## src/verilog/rpsmi_pkg.sv

```systemverilog
/*
 * Package for the root port SMI/SCI configuration block: register offsets,
 * field positions, reset values and the config access state encoding.
 * Assumes 32-bit configuration words addressed by byte offset.
 */
package rpsmi_pkg;

	// ************************************************************
	// Register offsets
	// ************************************************************
	localparam logic [7:0] RPSMI_OFF_MISC_CFG = 8'hD8;
	localparam logic [7:0] RPSMI_OFF_EVT_STS = 8'hDC;
	localparam logic [7:0] RPSMI_OFF_FUNC_DIS = 8'hFC;

	// ************************************************************
	// Miscellaneous port configuration fields
	// ************************************************************
	localparam int RPSMI_PM_SCI_EN_BIT = 31;
	localparam int RPSMI_HP_SCI_EN_BIT = 30;
	localparam int RPSMI_HOLD_OFF_BIT = 29;
	localparam int RPSMI_XLATE_EN_BIT = 28;
	localparam int RPSMI_UNIQUE_CLK_EXIT_LATENCY_LSB = 18;
	localparam int RPSMI_COMMON_CLK_EXIT_LATENCY_LSB = 15;
	localparam int RPSMI_AT_LSB = 8;
	localparam int RPSMI_HP_SMI_EN_BIT = 1;
	localparam int RPSMI_PM_SMI_EN_BIT = 0;
	localparam int RPSMI_ADDR_TOP_LSB = 28;
	localparam logic [31:0] RPSMI_MISC_CFG_RST = 32'h0011_0000;
	// Writable bits: 31:28, 20:15, 14:12, 11:8, 1:0
	localparam logic [31:0] RPSMI_MISC_CFG_WMASK = 32'hF01F_FF03;

	// ************************************************************
	// Event status fields
	// ************************************************************
	localparam int RPSMI_PM_SCI_STS_BIT = 31;
	localparam int RPSMI_HP_SCI_STS_BIT = 30;
	localparam int RPSMI_LINK_CHG_STS_BIT = 4;
	localparam int RPSMI_PRES_CHG_STS_BIT = 1;
	localparam int RPSMI_PM_SMI_STS_BIT = 0;
	localparam logic [31:0] RPSMI_EVT_STS_RST = 32'h0000_0000;
	localparam logic [31:0] RPSMI_EVT_STS_MASK = 32'hC000_0013;

	// ************************************************************
	// Function disable fields
	// ************************************************************
	localparam int RPSMI_DISABLE_BIT = 0;
	localparam logic [31:0] RPSMI_FUNC_DIS_RST = 32'h0000_0000;
	localparam logic [31:0] RPSMI_FUNC_DIS_WMASK = 32'h0000_0005;

	// Config access sequencing
	typedef enum logic [1:0] {
		RPSMI_ST_IDLE = 2'b01,
		RPSMI_ST_ACK = 2'b10
	} rpsmi_state_t;

endpackage

```

## src/verilog/rpsmi_cfg.sv

```systemverilog
/*
 * Root port miscellaneous configuration and SMI/SCI event logic.
 * Holds the port configuration, event status and function disable words,
 * routes events to SCI/SMI, and supplies TLP intake hold-off and loopback address
 * translation. Assumes a simple config port: one-cycle read or write
 * strobe with byte offset, answered by a one-cycle ack the next cycle.
 * Event flags come from link, slot and root status logic on clk_sys.
 */
`timescale 1ns/10ps
module rpsmi_cfg (
	input wire logic clk_sys,
	input wire logic nrst,
	input wire logic cfg_rd,
	input wire logic cfg_wr,
	input wire logic [7:0] cfg_addr,
	input wire logic [31:0] cfg_wdata,
	output logic [31:0] cfg_rdata,
	output logic cfg_ack,
	output logic cfg_unmapped,
	input wire logic common_clock_config,
	input wire logic slot_link_active_changed,
	input wire logic slot_presence_changed,
	input wire logic pme_msg_rcvd,
	input wire logic pme_sw_clear,
	input wire logic pm_int_req,
	input wire logic hotplug_int_req,
	input wire logic loopback_active,
	input wire logic [31:0] rx_addr_in,
	input wire logic tlp_valid_in,
	output logic tlp_ready,
	output logic [31:0] rx_addr_out,
	output logic [2:0] l0s_exit_latency,
	output logic root_pme_status,
	output logic pm_sci_req,
	output logic hotplug_sci_req,
	output logic sci_out,
	output logic smi_out_n,
	output logic func_disabled
);

	// ************************************************************
	// State
	// ************************************************************
	typedef struct packed {
		rpsmi_pkg::rpsmi_state_t fsm;
		logic [31:0] misc_cfg;
		logic [31:0] evt_sts;
		logic [31:0] func_dis;
		logic pme_sts;
		logic pme_pend;
		logic [31:0] rdata;
		logic unmapped;
		logic [31:0] xaddr;
		logic [2:0] lat;
		logic smi_n;
	} rpsmi_cfg_t;

	rpsmi_cfg_t st_q;
	rpsmi_cfg_t st_d;

	logic [2:0] rise;
	logic hp_smi_en;
	logic pm_smi_en;
	logic pm_sci_en;
	logic hp_sci_en;
	logic sel_misc;
	logic sel_sts;
	logic sel_dis;
	logic [31:0] w1c;
	logic [31:0] set_bits;

	// ************************************************************
	// Edge detection of event flags
	// ************************************************************
	rpsmi_edge u_edge (
		.clk_sys(clk_sys),
		.nrst(nrst),
		.flag_in({st_q.pme_sts, slot_presence_changed, slot_link_active_changed}),
		.rise_out(rise)
	);

	// Enable fields of the configuration word
	assign pm_sci_en = st_q.misc_cfg[rpsmi_pkg::RPSMI_PM_SCI_EN_BIT];
	assign hp_sci_en = st_q.misc_cfg[rpsmi_pkg::RPSMI_HP_SCI_EN_BIT];
	assign hp_smi_en = st_q.misc_cfg[rpsmi_pkg::RPSMI_HP_SMI_EN_BIT];
	assign pm_smi_en = st_q.misc_cfg[rpsmi_pkg::RPSMI_PM_SMI_EN_BIT];

	// Address decode; disabled function hides its config space except the function disable word
	always_comb begin
		sel_misc = 1'b0;
		sel_sts = 1'b0;
		sel_dis = 1'b0;
		if (cfg_addr == rpsmi_pkg::RPSMI_OFF_FUNC_DIS) begin
			sel_dis = 1'b1;
		end else if (st_q.func_dis[rpsmi_pkg::RPSMI_DISABLE_BIT]) begin
			sel_misc = 1'b0;
		end else if (cfg_addr == rpsmi_pkg::RPSMI_OFF_MISC_CFG) begin
			sel_misc = 1'b1;
		end else if (cfg_addr == rpsmi_pkg::RPSMI_OFF_EVT_STS) begin
			sel_sts = 1'b1;
		end
	end

	// Hardware set terms for the status word
	always_comb begin
		set_bits = '0;
		set_bits[rpsmi_pkg::RPSMI_PM_SCI_STS_BIT] = pm_int_req & pm_sci_en;
		set_bits[rpsmi_pkg::RPSMI_HP_SCI_STS_BIT] = hotplug_int_req & hp_sci_en;
		set_bits[rpsmi_pkg::RPSMI_LINK_CHG_STS_BIT] = rise[0] & hp_smi_en;
		set_bits[rpsmi_pkg::RPSMI_PRES_CHG_STS_BIT] = rise[1] & hp_smi_en;
		set_bits[rpsmi_pkg::RPSMI_PM_SMI_STS_BIT] = rise[2] & pm_smi_en;
	end

	// Write-one-to-clear strobe for the status word
	assign w1c = (cfg_wr && sel_sts && st_q.fsm == rpsmi_pkg::RPSMI_ST_IDLE) ?
		(cfg_wdata & rpsmi_pkg::RPSMI_EVT_STS_MASK) : '0;

	// ************************************************************
	// Next state
	// ************************************************************
	always_comb begin
		st_d = st_q;
		// Set beats clear so an event in the clearing cycle is kept
		st_d.evt_sts = ((st_q.evt_sts & ~w1c) | set_bits) &
			rpsmi_pkg::RPSMI_EVT_STS_MASK;
		// Root PME status with a one-deep pending slot
		if (pme_sw_clear) begin
			st_d.pme_sts = st_q.pme_pend | pme_msg_rcvd;
			st_d.pme_pend = st_q.pme_pend & pme_msg_rcvd;
		end else if (pme_msg_rcvd) begin
			if (st_q.pme_sts) begin
				st_d.pme_pend = 1'b1;
			end else begin
				st_d.pme_sts = 1'b1;
			end
		end
		case (st_q.fsm)
			rpsmi_pkg::RPSMI_ST_IDLE: begin
				if (cfg_rd || cfg_wr) begin
					st_d.fsm = rpsmi_pkg::RPSMI_ST_ACK;
					st_d.unmapped = ~(sel_misc | sel_sts | sel_dis);
					st_d.rdata = '0;
					if (cfg_wr) begin
						if (sel_misc) begin
							st_d.misc_cfg = cfg_wdata & rpsmi_pkg::RPSMI_MISC_CFG_WMASK;
						end else if (sel_dis) begin
							st_d.func_dis = cfg_wdata & rpsmi_pkg::RPSMI_FUNC_DIS_WMASK;
						end
					end else begin
						// Reserved bits read as zero, masked on write
						if (sel_misc) begin
							st_d.rdata = st_q.misc_cfg;
						end else if (sel_sts) begin
							st_d.rdata = st_q.evt_sts;
						end else if (sel_dis) begin
							st_d.rdata = st_q.func_dis;
						end
					end
				end
			end
			rpsmi_pkg::RPSMI_ST_ACK: begin
				st_d.fsm = rpsmi_pkg::RPSMI_ST_IDLE;
			end
			default: begin
				st_d.fsm = rpsmi_pkg::RPSMI_ST_IDLE;
			end
		endcase
		// Address translator only acts in loopback
		st_d.xaddr = rx_addr_in;
		if (loopback_active && st_q.misc_cfg[rpsmi_pkg::RPSMI_XLATE_EN_BIT]) begin
			st_d.xaddr[rpsmi_pkg::RPSMI_ADDR_TOP_LSB +: 4] =
				rx_addr_in[rpsmi_pkg::RPSMI_ADDR_TOP_LSB +: 4] ^
				st_q.misc_cfg[rpsmi_pkg::RPSMI_AT_LSB +: 4];
		end
		// Exit latency picked by clock configuration
		if (common_clock_config) begin
			st_d.lat = st_q.misc_cfg[rpsmi_pkg::RPSMI_COMMON_CLK_EXIT_LATENCY_LSB +: 3];
		end else begin
			st_d.lat = st_q.misc_cfg[rpsmi_pkg::RPSMI_UNIQUE_CLK_EXIT_LATENCY_LSB +: 3];
		end
		// SMI follows the three SMI status bits of the next state
		st_d.smi_n = ~(st_d.evt_sts[rpsmi_pkg::RPSMI_LINK_CHG_STS_BIT] |
			st_d.evt_sts[rpsmi_pkg::RPSMI_PRES_CHG_STS_BIT] |
			st_d.evt_sts[rpsmi_pkg::RPSMI_PM_SMI_STS_BIT]);
	end

	// ************************************************************
	// Registers
	// ************************************************************
	always_ff @(posedge clk_sys or negedge nrst) begin
		if (!nrst) begin
			st_q.fsm <= rpsmi_pkg::RPSMI_ST_IDLE;
			st_q.misc_cfg <= rpsmi_pkg::RPSMI_MISC_CFG_RST;
			st_q.evt_sts <= rpsmi_pkg::RPSMI_EVT_STS_RST;
			st_q.func_dis <= rpsmi_pkg::RPSMI_FUNC_DIS_RST;
			st_q.pme_sts <= 1'b0;
			st_q.pme_pend <= 1'b0;
			st_q.rdata <= '0;
			st_q.unmapped <= 1'b0;
			st_q.xaddr <= '0;
			st_q.lat <= '0;
			st_q.smi_n <= 1'b1;
		end else begin
			st_q <= st_d;
		end
	end

	// ************************************************************
	// Outputs
	// ************************************************************
	assign cfg_ack = (st_q.fsm == rpsmi_pkg::RPSMI_ST_ACK);
	assign cfg_rdata = st_q.rdata;
	assign cfg_unmapped = cfg_ack & st_q.unmapped;
	// Hold-off and disable both stall TLP intake
	assign tlp_ready = ~st_q.misc_cfg[rpsmi_pkg::RPSMI_HOLD_OFF_BIT] &
		~st_q.func_dis[rpsmi_pkg::RPSMI_DISABLE_BIT];
	assign rx_addr_out = st_q.xaddr;
	assign l0s_exit_latency = st_q.lat;
	assign root_pme_status = st_q.pme_sts;
	assign pm_sci_req = st_q.evt_sts[rpsmi_pkg::RPSMI_PM_SCI_STS_BIT];
	assign hotplug_sci_req = st_q.evt_sts[rpsmi_pkg::RPSMI_HP_SCI_STS_BIT];
	assign sci_out = pm_sci_req | hotplug_sci_req;
	assign smi_out_n = st_q.smi_n;
	assign func_disabled = st_q.func_dis[rpsmi_pkg::RPSMI_DISABLE_BIT];

endmodule // rpsmi_cfg

```

## src/verilog/rpsmi_edge.sv

```systemverilog
/*
 * Rising edge detector bank for the event flags feeding the status bits.
 * Assumes flag inputs are synchronous to clk_sys.
 */
`timescale 1ns/10ps
module rpsmi_edge (
	input wire logic clk_sys,
	input wire logic nrst,
	input wire logic [2:0] flag_in,
	output logic [2:0] rise_out
);

	typedef struct packed {
		logic [2:0] prev;
	} rpsmi_edge_t;

	rpsmi_edge_t st_q;
	rpsmi_edge_t st_d;

	// Remember last level of every flag
	always_comb begin
		st_d = st_q;
		st_d.prev = flag_in;
	end

	always_ff @(posedge clk_sys or negedge nrst) begin
		if (!nrst) begin
			st_q <= '0;
		end else begin
			st_q <= st_d;
		end
	end

	// One pulse per bit on a 0-to-1 step
	genvar gi;
	generate
		for (gi = 0; gi < 3; gi++) begin : g_edge
			assign rise_out[gi] = flag_in[gi] & ~st_q.prev[gi];
		end
	endgenerate

endmodule // rpsmi_edge

```

## config.mk

```make
export PLATFORM = sky130hd
export DESIGN_NAME = rpsmi_cfg
export DESIGN_NICKNAME = d
export VERILOG_FILES = /design/src/verilog/rpsmi_pkg.sv /design/src/verilog/rpsmi_cfg.sv /design/src/verilog/rpsmi_edge.sv
export SDC_FILE = /design/constraint.sdc
export NUM_CORES = 1
export LEC_CHECK = 0
export ABC_AREA = 1
export BUFFER_PORTS_ARGS = -buffer_cell sky130_fd_sc_hd__buf_2
export CORE_UTILIZATION = 47
export DETAILED_ROUTE_END_ITERATION = 7
export PLACE_DENSITY = 0.87
export SLEW_MARGIN = 0
export SYNTH_ARGS = -nofsm -noshare
export SYNTH_HDL_FRONTEND = slang
export SYNTH_SLANG_ARGS = --single-unit
```

## constraint.sdc

```tcl
create_clock -name clk_sys -period 1.8 [get_ports clk_sys]
set_input_delay 0.09 -clock clk_sys [delete_from_list [all_inputs] [get_ports clk_sys]]
set_output_delay 0.09 -clock clk_sys [all_outputs]
set_load 0.05 [all_outputs]
```

# Word level (Yosys, flattened, before mapping)
# Index checks and enable logic that the tools add are counted.
dict set report totals {
  elab_cells 79
  register_bits 102
  in_bits 85
  output_inout_bits 76
}
dict set report classes {
  n_mux 22
  n_eq_ne 6
  reduce_logical 10
  bitwise_logic 29
}
# cell n
set ops {}
lappend ops {{32-bit two-way mux} 6}
lappend ops {{34-bit two-way mux} 1}
lappend ops {{32-bit AND} 1}
lappend ops {{32-bit NOT} 1}
lappend ops {{32-bit bitwise OR} 1}
lappend ops {{8-bit == test, second input constant} 3}
lappend ops {{1-bit AND} 11}
lappend ops {{1-bit two-way mux} 9}
lappend ops {{1-bit NOT} 8}
lappend ops {{2-bit two-way mux} 3}
lappend ops {{3-bit two-way mux} 2}
lappend ops {{1-bit bitwise OR} 6}
lappend ops {{5-bit AND reduction} 1}
lappend ops {{4-bit two-way mux} 1}
lappend ops {{2-bit AND reduction} 2}
lappend ops {{4-bit AND reduction} 1}
lappend ops {{2-bit nonzero test} 2}
lappend ops {{4-bit bitwise XOR} 1}
lappend ops {{1-bit logical AND} 3}
lappend ops {{2-bit by 1-bit == test with 1-bit output, second input constant} 1}
lappend ops {{2-bit == test, second input constant} 1}
lappend ops {{2-bit by 1-bit != test with 1-bit output, second input constant} 1}
lappend ops {{1-bit logical OR} 1}

# Longest topological paths before layout
# Gate-level depths: netlist of the first run.
dict set report depth {
  word_depth 14
  mapped_depth 8
  depth_no_buf 8
}

# By module
# Synthesis of the first run repeated with hierarchy kept, for this count alone.
dict set report hier_totals {
  cells_unflattened 324
  area_unflattened_um2 3814.9
}
# mod n_inst cells_per_inst area_each_um2
set by_module_without_submodules {}
lappend by_module_without_submodules {rpsmi_cfg 1 315 3709.8}
lappend by_module_without_submodules {rpsmi_edge 1 9 105.1}

# Worst setup path after synthesis of the first run
# Ideal clock, no wire load.
dict set report synth_timing {
  kind {reg2reg}
  startpoint {reg st_q, in the netlist func_disabled}
  endpoint {reg st_q[150] (netlist bit)}
  stages_incl_launch_ff 7
  t_arrival_ns 1.492
  path_slack_ns 0.183
  setup_time_ns 0.125
  t_required_ns 1.675
  period_less_slack_ns 1.617
  path_buffers 1
  path_cell_list {dfrtp_1 nor2_1 nand3_1 nor2_4 nand2_4 buf_6 mux2_4}
}
dict set report synth_via {
  elab_chain_len 3
}
# element line
set synth_rtl {}
lappend synth_rtl {{start, declared} rpsmi_cfg.sv:58} ;# rpsmi_cfg_t st_q;
lappend synth_rtl {{start signal, assigned} rpsmi_cfg.sv:204} ;# st_q <= st_d;
lappend synth_rtl {{1-bit two-way mux} rpsmi_cfg.sv:95} ;# end else if (st_q.func_dis[rpsmi_pkg::RPSMI_DISABLE_BIT]) begin
lappend synth_rtl {{1-bit two-way mux} rpsmi_cfg.sv:93} ;# if (cfg_addr == rpsmi_pkg::RPSMI_OFF_FUNC_DIS) begin
lappend synth_rtl {{4-bit AND reduction (no line)} --}
# Every way passes these cells.
# A chain may end at the register's enable or synchronous reset.

# Final worst setup path of the first run
dict set report layout_timing {
  startpoint {reg st_q[167] (netlist bit)}
  endpoint {reg st_q, in the netlist cfg_rdata[14]}
}
dict set report layout_via {
  elab_chain_len 2
}
# element line
set layout_rtl {}
lappend layout_rtl {{2-bit by 1-bit == test with 1-bit output} rpsmi_cfg.sv:137} ;# case (st_q.fsm)
lappend layout_rtl {{2-bit AND reduction (no line)} --}
# Every way passes these cells.

==> results of run 1 <==
-- path summary, 6_finish.rpt --
kind,startpoint,endpoint,slack [ns]
hold reg to reg,root_pme_status$_DFFE_PN0P_,u_edge.st_q[2]$_DFF_PN0_,0.47
hold / removal,cfg_wdata[29],st_q[164]$_DFFE_PN0P_,0.03
setup / recovery,st_q[167]$_DFFE_PN1P_,cfg_rdata[14]$_DFFE_PN0P_,0.10
min in group asynchronous,nrst,rx_addr_out[25]$_DFF_PN0_,0.06
max in group asynchronous,nrst,smi_out_n$_DFF_PN1_,1.07
setup reg to reg,st_q[167]$_DFFE_PN1P_,cfg_rdata[14]$_DFFE_PN0P_,0.10
-- per-stage QoR --
stage / util / setup TNS (ns) / setup WS, ns / instances
2_1_floorplan: - / 0 / 0.1828 / 348
3_3_place_gp: 0.5319 / 0 / 0.1987 / 518
3_5_place_dp: 0.5319 / 0 / 0.1324 / 518
4_1_cts: 0.6268 / 0 / 0.1127 / 588
5_1_grt: 0.6268 / -0.03114 / -0.01971 / 588
6_report: 0.6268 / 0 / 0.1010 / 588
-- synth_stat cells --
library cell | instances | area, um2
nand2_1 | 39 | 146.4
a21oi_2 | 2 | 17.52
mux2_4 | 3 | 45.04
nand3_1 | 12 | 60.06
buf_4 | 67 | 503.0
nand2_4 | 1 | 11.26
o21ai_0 | 21 | 105.1
inv_1 | 29 | 108.9
dfstp_2 | 4 | 105.1
a22o_1 | 6 | 52.55
nand2_2 | 1 | 6.260
o211ai_1 | 2 | 15.01
o21ai_1 | 4 | 20.02
nand3b_1 | 1 | 7.510
nand4_4 | 1 | 21.27
clkbuf_1 | 3 | 11.26
buf_2 | 1 | 5.000
nor3_1 | 2 | 10.01
nor2_1 | 21 | 78.83
nor2_4 | 3 | 33.78
conb_1 | 1 | 3.750
nor3b_1 | 2 | 15.01
a21oi_1 | 11 | 55.05
a32o_1 | 1 | 10.01
xor2_1 | 4 | 35.03
buf_6 | 2 | 22.52
nor2_2 | 1 | 6.260
dfrtp_1 | 87 | 2177
mux2_2 | 4 | 45.04
or2_2 | 1 | 6.260
nor3_4 | 1 | 16.27
-- layout make-up --
type | instances | area, um2 | share of cell area
Clock inverter | 7 | 68.82 | 0.01421
Sequential cell | 91 | 2282 | 0.4712
Timing Repair Buffer | 195 | 1271 | 0.2625
Multi-Input combinational cell | 155 | 860.8 | 0.1777
Clock buffer | 9 | 123.9 | 0.02557
Tap cell | 102 | 127.6 | 0.02635
Inverter | 29 | 108.9 | 0.02247
-- per-layer routing --
layer | GRT usage | vias up | wire [um]
li1 | - | 1281 | -
met2 | 0.3571 | 103 | 4211
met1 | 0.2394 | 1324 | 3224
met5 | 0 | - | 0
met3 | 0.04690 | 8 | 443
met4 | 0.06481 | 0 | 78
-- power by group through the flow --
stage | combinational [mW] | clock (mW) | sequential (mW)
after detailed placement | 0.919 | 0 | 2.27
after global routing | 1.09 | 1.44 | 2.25
after global placement | 0.896 | 0 | 2.26
after floorplan | 0.655 | 0 | 2.32
after CTS | 1.01 | 1.35 | 2.23
final | 1.01 | 1.31 | 2.23
-- kinds of logic (layout without fill, tap and decap cells) --
logic type      count (synthesis)  after routing  synth area share
mux                             7              7           0.02398
flops                          91             91            0.6076
simple gates                   86             86            0.1116
other cells                     1             11         0.0009984
compound gates                 47             47           0.07328
buf+inv                       102            240            0.1732
xor+xnor                        4              4          0.009326
-- worst max-delay path, delay by kind of cell, from the launching register on --
family                 cells  cell delay, ns
flip-flops                 1            0.56
AO/OA/AOI/OAI              2            0.53
buffers and inverters      1            0.38
AND/OR/NAND/NOR            1            0.11
-- sequential cells by signal (all words and copies together), names as in the netlist, 3 cells and up --
register / cells
rx_addr_out: 32
cfg_rdata: 21
l0s_exit_latency: 3
u_edge.st_q: 3
st_q: 23
-- timing repair --
action	4_1_cts	5_1_grt
hold endpoints to repair	143	0
hold buffers	54	0
endpoints found under the setup margin	0	3
setup buffers	0	0
==> reports/results.md, run 1 <==
| Parameter | This run |
| --- | --- |
| Die area | 8353 um2 |
| Total of flip-flops plus latches after synthesis | 91 |
| Internal power | 3.002 mW |
| DIE WIDTH | 91.40 um |
| Wire length of the first global-routing pass | 12.98 mm |
| Delay of the slowest critical-path stage | 0.56 ns |
| Leakage power of the design | 2.547 nW |
| Final GP Congestion | 0.8593 |
| Largest buffer count on any clock path | 2 |
| Average size of a mapped cell | 11.11 um2 |
| Placeable Area | 7727 um2 |
| Min Hold Slack | 0.02659 ns |
| Area of all placed cells without fillers | 4843 um2 |
| Final count of pins violating max slew | 0 |
| Status | complete, no violations |
| Post-layout minimum cycle time | 1.699 ns |
| Leading cell types in the layout, fill and taps excluded | buf_2 (136), dfrtp_1 (87), dlygate4sd3_1 (54) |
| Clk root buf | clkbuf_8 |
| Clk network pwr share | 0.287 |
| Top Ports | 161 |
| Synth Instances | 338 |
| Number of nets in the layout | 566 |
| Fraction of final layout cells with drive strength greater than 1 | 0.3683 |
| Crit end category | flop |
| Clock edge transition at the registers on the reported setup and hold paths | 0.09 ns |
| Overall global routing resource usage | 0.2010 |
| Setup repair after global routing missed its margin | true |
| Sw Ratio | 0.3395 |
| Pin count of the biggest net entering global routing | 52 |
| Effective utilization at floorplan | 0.4861 |
| Sequence of cells on the critical path | nand2_2, a21oi_2, inv_1, a22o_1 |
| Critical-path top delay cell | dfstp_2 |
| FP Rows | 32 |
| Max-cap viol count | 0 |
| Detailed placer's ending HPWL | 5.328 mm |
| R2r worst-path depth | 4 |
| Yosys cell types | 31 |
| Sequential share of power | 0.491 |
| Total detailed-routing wirelength | 7.957 mm |
| Post-Place Cell Area | 4110 um2 |
| PD cells | 938.3 nW/um2 |
| Sequential element share of the synthesized area | 0.6076 |
| Total number of vias | 2,716 |
| Y dimension of the die | 91.40 um |
| Insertion delay of the later-clocked pin in the worst-skew pair | 0.34 ns |
| Netlist area before placement | 3756 um2 |
| Worst Hold Class | in2reg |
| Count of fill cells added during filler insertion | 611 |
| Antenna Diode Count | 0 |
| Via density per instance | 4.619 |
| Global route total overflow | 0 |
| Leading cell type in the layout, fill and taps excluded | buf_2 |
| Mean routed wirelength per cell | 13.53 um |
| CTS resizes | 0 |
| Crit path max fanout | 23 |
| Sw power | 1.543 mW |
| Final setup violation count | 0 |
| Final critical-path share of the clock period | 0.9439 |
| # port buffers | 137 |
| Fmax | 588.6 MHz |
| Transition time at the pin with the least slew margin | 0.8249 ns |
| Syn. warnings | 0 |
| Worst setup path category | reg2reg |
| WP data required | 2.02 ns |
| Number of remaining DRC errors | 0 |
| Arrival time reported for the critical path endpoint | 1.92 ns |
| Worst IR drop on VDD | 0.0004712 V |
| Total power after layout | 4.545 mW |
| Post-route antenna net violation count | 0 |
| Kind of start point of the critical path | flop |
| Syn-to-layout area delta | 28.95% |
| Worst-case headroom to the max-slew limit | 0.4495 |
| Number of global-route vias before repair | 2,739 |
| Number of cells traversed by the worst hold path | 3 |
| 1st-pass router iterations | 4 |
| Count of endpoints failing hold in the final timing report | 0 |
| Sinks on the clock net | 91 |
| Number of H-tree levels | 3 |
| CTS tree | built |
| Number of buffers inserted during clock tree synthesis | 9 |
| Antenna violations before repair | 0 |
| Iteration-0 DRC count of the detailed router | 94 |
| Relative contribution of combinational cells to total power | 0.222 |
| Clock skew after layout | 0.009703 ns |
No activity file was read; power rests on OpenSTA's default activity.
==> inputs of run 2 (changes only) <==
Settings changed: CORE_UTILIZATION 47 to 43, PLACE_DENSITY 0.87 to 0.84.
Clock period 1.8 ns to 1.5 ns, I/O delays scaled along.
==> reports/results.md, run 2 (synthesis results as in run 1) <==
| Parameter | This run | Delta |
| --- | --- | --- |
| FP Rows | 33 | was 32 |
| Final setup violation count | 0 | unchanged |
| Delay of the slowest critical-path stage | 0.57 ns | was 0.56 ns |
| Post-Place Cell Area | 4198 um2 | was 4110 um2 |
| Status | complete, no violations | unchanged |
| Largest delay contributor family on the critical path | flip-flops | unchanged |
| Mean routed wirelength per cell | 15.30 um | was 13.53 um |
| Post-layout minimum cycle time | 1.484 ns | was 1.699 ns |
| Syn-to-layout area delta | 38.61% | was 28.95% |
| Sinks on the clock net | 91 | unchanged |
| Crit path max fanout | 5 | was 23 |
| Wire length of the first global-routing pass | 12.99 mm | was 12.98 mm |
| Clock edge transition at the registers on the reported setup and hold paths | 0.09 ns | about the same |
| Worst Hold Class | in2reg | unchanged |
| Reg-to-Reg Start | st_q[167]$_DFFE_PN1P_ | unchanged |
| Number of H-tree levels | 3 | unchanged |
| Total detailed-routing wirelength | 9.411 mm | was 7.957 mm |
| Total area of sequential cells | 2283 um2 | was 2282 um2 |
| Number of cells traversed by the worst hold path | 3 | unchanged |
| Worst setup path category | reg2reg | unchanged |
| DIE WIDTH | 95.46 um | was 91.40 um |
| Multi-input combinational cell area | 958.4 um2 | was 860.8 um2 |
| Antenna violations before repair | 0 | unchanged |
| CTS tree | built | unchanged |
| Fraction of final layout cells with drive strength greater than 1 | 0.4235 | was 0.3683 |
| Leading cell type in the layout, fill and taps excluded | buf_2 | unchanged |
| Pin count of the biggest net entering global routing | 34 | was 52 |
| Effective utilization at floorplan | 0.4503 | was 0.4861 |
| Total number of vias | 2,887 | was 2,716 |
| Antenna Diode Count | 0 | unchanged |
| Total power after layout | 5.614 mW | was 4.545 mW |
| 1st-pass router iterations | 4 | unchanged |
| Number of buffers inserted during clock tree synthesis | 9 | unchanged |
| Top Ports | 161 | unchanged |
| Number of global-route vias before repair | 2,764 | was 2,739 |
| Max-cap viol count | 0 | unchanged |
| WP data required | 1.74 ns | was 2.02 ns |
| Crit end category | flop | unchanged |
| Clk root buf | clkbuf_8 | unchanged |
| Slack of the worst reg-to-reg path | 0.02 ns | was 0.10 ns |
| Fmax | 673.7 MHz | was 588.6 MHz |
| PD cells | 1078 nW/um2 | was 938.3 nW/um2 |
| Area of all placed cells without fillers | 5206 um2 | was 4843 um2 |
| Placeable Area | 8341 um2 | was 7727 um2 |
| HP Start | cfg_wdata[0] | was cfg_wdata[29] |
| Global route total overflow | 0 | unchanged |
| Detailed-route wire length on metal 1 | 3.497 mm | was 3.224 mm |
| Y dimension of the die | 95.46 um | was 91.40 um |
| Leading cell types in the layout, fill and taps excluded | buf_2 (137), dfrtp_1 (86), dlygate4sd3_1 (60) | was buf_2 (136), dfrtp_1 (87), dlygate4sd3_1 (54) |
| Min-Delay Endpoint | pm_smi_en$_DFFE_PN0P_ | was st_q[164]$_DFFE_PN0P_ |
| Clock skew after layout | 0.01132 ns | was 0.009703 ns |
| WL met2 | 5.196 mm | was 4.211 mm |
| Final worst setup slack | 0.01562 ns | was 0.1010 ns |
| Post-route antenna net violation count | 0 | unchanged |
| Arrival time reported for the critical path endpoint | 1.72 ns | was 1.92 ns |
| Final GP Congestion | 0.8240 | was 0.8593 |
| Pre-CTS WS | -0.01689 ns | was 0.1324 ns |
| Sequence of cells on the critical path | nand2_4, nor2_4, buf_12, nand2_8, mux2_4 | was nand2_2, a21oi_2, inv_1, a22o_1 |
| Detailed placer's ending HPWL | 5.651 mm | was 5.328 mm |
| Critical-path top delay cell | dfstp_2 | unchanged |
| Die area | 9113 um2 | was 8353 um2 |
| Number of nets in the layout | 590 | was 566 |
| Count of endpoints failing hold in the final timing report | 0 | unchanged |
| Kind of start point of the critical path | flop | unchanged |
| Leakage power of the design | 2.693 nW | was 2.547 nW |
| Flip-flop count of the largest register, all copies and words added | 32 | unchanged |
| Largest buffer count on any clock path | 2 | unchanged |
| Uppermost routed layer | met4 | unchanged |
| Number of remaining DRC errors | 0 | unchanged |
| Detailed route wirelength on metal3 | 614 um | was 443 um |
| Final count of pins violating max slew | 0 | unchanged |
| Setup repair after global routing missed its margin | true | unchanged |
| Number of buffers and inverters on the critical path | 1 | unchanged |
| Overall global routing resource usage | 0.1946 | was 0.2010 |
| R2r worst-path depth | 5 | was 4 |
| Worst IR drop on VDD | 0.0005340 V | was 0.0004712 V |
| Count of fill cells added during filler insertion | 665 | was 611 |
| Via density per instance | 4.694 | was 4.619 |
| Reg-to-Reg End | st_q[150]$_DFFE_PN0P_ | was cfg_rdata[14]$_DFFE_PN0P_ |
| # port buffers | 137 | unchanged |
| Iteration-0 DRC count of the detailed router | 98 | was 94 |
| Insertion delay of the later-clocked pin in the worst-skew pair | 0.35 ns | was 0.34 ns |
| Final critical-path share of the clock period | 0.9896 | was 0.9439 |
[run 2: layout make-up]
| class | instances | share of cell area |
|---|---|---|
| sequential | 91 | 0.4386 |
| timing repair buffer | 217 | 0.2968 |
| multi-input combinational | 157 | 0.1841 |
| tap | 105 | 0.02523 |
| clock buffer | 10 | 0.02451 |
| inverter | 29 | 0.02139 |
| clock inverter | 6 | 0.009373 |
[run 2: power breakdown]
group / total, mW / switching, mW / internal (mW)
logic: 1.44 / 0.958 / 0.482
clock network: 1.49 / 0.863 / 0.624
registers: 2.69 / 0.0792 / 2.61
[run 2: worst min-delay path, delay by kind of cell]
family,cells,cell delay [ns]
AOI/OAI and AO/OA,1,0.09
buffers and inverters,2,0.17
[run 2: worst max path at each step]
stage	start	depth (start not counted)	end	slack, ns
floorplan	func_disabled$_DFFE_PN0P_	6	st_q[150]$_DFFE_PN0P_	-0.02
global placement	st_q[167]$_DFFE_PN1P_	6	st_q[155]$_DFFE_PN1P_	0.005
detailed placement	st_q[167]$_DFFE_PN1P_	6	st_q[155]$_DFFE_PN1P_	-0.02
CTS	st_q[167]$_DFFE_PN1P_	6	st_q[155]$_DFFE_PN1P_	-0.03
global route	func_disabled$_DFFE_PN0P_	7	cfg_rdata[29]$_DFFE_PN0P_	-0.08
finish	st_q[167]$_DFFE_PN1P_	5	st_q[150]$_DFFE_PN0P_	0.02
[run 2: layer usage]
metal | global-route usage | vias up
met2 | 0.3643 | 123
li1 | - | 1334
met3 | 0.05263 | 9
met1 | 0.2112 | 1421
met5 | 0 | -
met4 | 0.06219 | 0
[run 2: repair_timing]
action	4_1_cts	5_1_grt
gates resized for setup	0	27
pin swaps	0	10
buffers inserted	0	6
hold buffers	60	0
endpoints found under the hold margin	124	0
endpoints found under the setup margin	1	33
gates cloned	0	5
[run 2: per-stage QoR]
step | hold slack [ns] | utilization | std cells | setup TNS [ns]
6_report | 0.01921 | 0.6242 | 615 | 0
5_1_grt | 0.03562 | 0.6242 | 615 | -0.5925
4_1_cts | 0.0008370 | 0.5965 | 604 | -0.03017
3_5_place_dp | 0.03109 | 0.5033 | 528 | -0.01689
3_3_place_gp | 0.02540 | 0.5033 | 528 | 0
2_1_floorplan | -0.2206 | - | 348 | -0.04044
==> inputs of run 3 (changes only) <==
Settings changed: ABC_AREA 1 to not set, CORE_MARGIN set to 5.
==> reports/results.md, run 3 <==
| Parameter | This run | Delta |
| --- | --- | --- |
| Crit path max fanout | 17 | was 5 |
| Sw Ratio | 0.3096 | was 0.3385 |
| Arrival time reported for the critical path endpoint | 1.90 ns | was 1.72 ns |
| Fraction of final layout cells with drive strength greater than 1 | 0.4932 | was 0.4235 |
| Total of flip-flops plus latches after synthesis | 91 | unchanged |
| Reg-to-Reg Start | st_q[167]$_DFFE_PN1P_ | unchanged |
| Wire length of the first global-routing pass | 13.57 mm | was 12.99 mm |
| Sw power | 1.860 mW | was 1.900 mW |
| R2r worst-path depth | 4 | was 5 |
| Largest cells by area after synthesis | dfrtp_1 (58%), buf_4 (13%), mux2_2 (7.2%) | was dfrtp_1 (58%), buf_4 (13%), nand2_1 (3.9%) |
| Antenna violations before repair | 0 | unchanged |
| Fmax | 598.1 MHz | was 673.7 MHz |
| Setup repair after global routing missed its margin | true | unchanged |
| Violated checks | negative setup slack |  |
| Die area | 10,700 um2 | was 9113 um2 |
| Yosys cell types | 35 | was 31 |
| Reg-to-Reg End | st_q[147]$_DFFE_PN0P_ | was st_q[150]$_DFFE_PN0P_ |
| Min-Delay Endpoint | l0s_exit_latency[1]$_DFF_PN0_ | was pm_smi_en$_DFFE_PN0P_ |
| Largest buffer count on any clock path | 2 | unchanged |
| Clock skew after layout | 0.01153 ns | was 0.01132 ns |
| Total power after layout | 6.007 mW | was 5.614 mW |
| Total number of vias | 2,612 | was 2,887 |
| Post-Place Cell Area | 4219 um2 | was 4198 um2 |
| Sinks on the clock net | 91 | unchanged |
| Average size of a mapped cell | 13.50 um2 | was 11.11 um2 |
| Fraction of registers with async set/reset | 1.000 | unchanged |
| Detailed placer's ending HPWL | 5.971 mm | was 5.651 mm |
| Commonest cells in the netlist | dfrtp_1 (87), buf_4 (67), mux2_2 (24), a22o_1 (17), nand2_1 (16) | was dfrtp_1 (87), buf_4 (67), nand2_1 (39), inv_1 (29) |
| CTS tree | built | unchanged |
| Iteration-0 DRC count of the detailed router | 53 | was 98 |
| Synth Instances | 278 | was 338 |
| Insertion delay of the later-clocked pin in the worst-skew pair | 0.34 ns | was 0.35 ns |
| DIE WIDTH | 103.4 um | was 95.46 um |
| Worst Hold Class | in2reg | unchanged |
| Main flop type after synthesis | dfrtp_1 | unchanged |
| Final count of pins violating max slew | 0 | unchanged |
| Leading cell type in the layout, fill and taps excluded | buf_2 | unchanged |
| Final critical-path share of the clock period | 1.115 | was 0.9896 |
| PD cells | 1142 nW/um2 | was 1078 nW/um2 |
| Worst IR drop on VDD | 0.0005662 V | was 0.0005340 V |
| Number of H-tree levels | 3 | unchanged |
| Number of cells traversed by the worst hold path | 2 | was 3 |
| Global routing met2 resource utilization | 0.3083 | was 0.3643 |
| Mean routed wirelength per cell | 16.63 um | was 15.30 um |
| 1st-pass router iterations | 4 | unchanged |
| Via density per instance | 4.732 | was 4.694 |
| Routing usage on met3 | 0.03555 | was 0.05263 |
| Largest area contributor in the netlist | dfrtp_1 | unchanged |
| Internal power | 4.148 mW | was 3.714 mW |
| Number of remaining DRC errors | 0 | unchanged |
| Number of buffers inserted during clock tree synthesis | 9 | unchanged |
| Placeable Area | 8593 um2 | was 8341 um2 |
| GRT busiest layer | met2 | unchanged |
| Leading cell types in the layout, fill and taps excluded | buf_2 (134), dfrtp_1 (86), dlygate4sd3_1 (60) | was buf_2 (137), dfrtp_1 (86), dlygate4sd3_1 (60) |
| Count of endpoints failing hold in the final timing report | 0 | unchanged |
| HP Start | common_clock_config | was cfg_wdata[0] |
| Number of flops mapped to enable cells by yosys | 0 | unchanged |
| Effective utilization at floorplan | 0.4368 | was 0.4503 |
| Syn-to-layout area delta | 40.17% | was 38.61% |
| Number of global-route vias before repair | 2,743 | was 2,764 |
| # port buffers | 137 | unchanged |
| Y dimension of the die | 103.4 um | was 95.46 um |
| Sequential element share of the synthesized area | 0.6080 | was 0.6076 |
| Worst setup path category | reg2reg | unchanged |
| Antenna Diode Count | 0 | unchanged |
| Leakage power of the design | 2.672 nW | was 2.693 nW |
| Global route total overflow | 0 | unchanged |
| Final GP Congestion | 0.7613 | was 0.8240 |
| Status | complete, but fails checks | was complete, no violations |
| Clk root buf | clkbuf_8 | unchanged |
| Top Ports | 161 | unchanged |
| Post-route antenna net violation count | 0 | unchanged |
| Clock edge transition at the registers on the reported setup and hold paths | 0.09 ns | about the same |
| Final worst setup slack | -0.1719 ns | was 0.01562 ns |
| Syn. warnings | 0 | unchanged |
| Overall global routing resource usage | 0.1675 | was 0.1946 |
| Area share of the largest cell type after synthesis | 0.5800 | was 0.5796 |
| Relative contribution of combinational cells to total power | 0.241 | was 0.257 |
| Crit end category | flop | unchanged |
| Sum of negative setup slack | -3.577 ns | was 0 ns |
| Netlist area before placement | 3754 um2 | was 3756 um2 |
| Max-cap viol count | 0 | unchanged |
| FP Rows | 34 | was 33 |
| Total detailed-routing wirelength | 9.180 mm | was 9.411 mm |
| Area of all placed cells without fillers | 5261 um2 | was 5206 um2 |
| Pin count of the biggest net entering global routing | 55 | was 34 |
| Post-layout minimum cycle time | 1.672 ns | was 1.484 ns |
| Slack of the worst reg-to-reg path | -0.17 ns | was 0.02 ns |
| Number of nets in the layout | 524 | was 590 |
| Flip-flop count of the largest register, all copies and words added | 32 | unchanged |
| Global-route met1 utilization | 0.1949 | was 0.2112 |
| Most frequent cell after synthesis | dfrtp_1 | unchanged |
| Final setup violation count | 35 | was 0 |
| Sequential share of power | 0.452 | was 0.479 |
| Kind of start point of the critical path | flop | unchanged |
| WP data required | 1.73 ns | was 1.74 ns |
| Clk network pwr share | 0.308 | was 0.265 |
-- run 3: changes by cell type after synthesis, moves of 4 or more --
cell,delta
o21ai_1,-4
nand3_1,-6
o41ai_1,+5
xor2_1,-4
a22o_1,+11
o2bb2ai_1,+4
inv_1,-28
xnor2_1,+4
o21ai_0,-17
mux2i_1,+4
nor2_1,-19
mux2_2,+20
nand2_1,-23
a21oi_1,-10
-- run 3: how the worst max path moves through the flow --
stage                                         start                    end
final                         st_q[167]$_DFFE_PN1P_  st_q[147]$_DFFE_PN0P_
after global routing          st_q[167]$_DFFE_PN1P_  st_q[147]$_DFFE_PN0P_
after CTS                     st_q[167]$_DFFE_PN1P_  st_q[147]$_DFFE_PN0P_
after detailed placement      st_q[167]$_DFFE_PN1P_  st_q[147]$_DFFE_PN0P_
after global placement        st_q[167]$_DFFE_PN1P_  st_q[149]$_DFFE_PN0P_
after floorplan           func_disabled$_DFFE_PN0P_  hp_sci_en$_DFFE_PN0P_
-- run 3: metrics by stage --
| step | hold slack [ns] | utilization | instances | setup slack, ns |
|---|---|---|---|---|
| CTS | 0.008876 | 0.6083 | 550 | -0.1779 |
| global route | 0.01943 | 0.6123 | 552 | -0.2209 |
| detailed placement | -0.04544 | 0.4910 | 472 | -0.1634 |
| floorplan | -0.2206 | - | 288 | -0.4515 |
| global placement | -0.04578 | 0.4910 | 472 | -0.1232 |
| finish | 0.02727 | 0.6123 | 552 | -0.1719 |
-- run 3: cell type report --
class,instances,area (um2)
Fill cell,667,3332
Inverter,1,3.754
Sequential cell,91,2283
Clock buffer,11,141.4
Clock inverter,5,85.08
Multi-Input combinational cell,123,1146
Timing Repair Buffer,213,1466
Tap cell,108,135.1
-- run 3: power groups by stage --
stage,registers (mW),clock network (mW),logic (mW)
final,2.71,1.85,1.45
after global routing,2.73,1.99,1.54
after CTS,2.71,1.91,1.42
after detailed placement,2.75,0,1.12
after global placement,2.74,0,1.10
after floorplan,2.81,0,0.799
-- run 3: kinds of logic (layout without fill, tap and decap cells) --
family / count (synthesis) / count (layout) / synth area share
flops: 91 / 91 / 0.6080
buf+inv: 76 / 230 / 0.1480
simple gates: 45 / 47 / 0.07934
compound gates: 33 / 33 / 0.07166
mux: 28 / 28 / 0.08267
xor+xnor: 4 / 4 / 0.009332
other cells: 1 / 11 / 0.0009990
-- run 3: routing by layer --
layer / up-vias / part of all wire
met5: - / 0
met4: 0 / 0.0069
met3: 8 / 0.069
met2: 94 / 0.53
met1: 1298 / 0.40
li1: 1212 / -
-- run 3: timing repair --
item                                   CTS  global route
gates cloned                             1             1
hold buffers                            60             0
endpoints found under the hold margin  148             0
resized for setup                       24             3
setup endpoints to repair               47            47
pin swaps                                8             5
buffers inserted                         1             1
-- run 3: worst max-delay path, cell delays in order, from the launching register on --
cell	delay, ns
dfstp_2	0.57
nand3b_4	0.09
nor4_4	0.33
buf_12	0.21
mux2_2	0.35
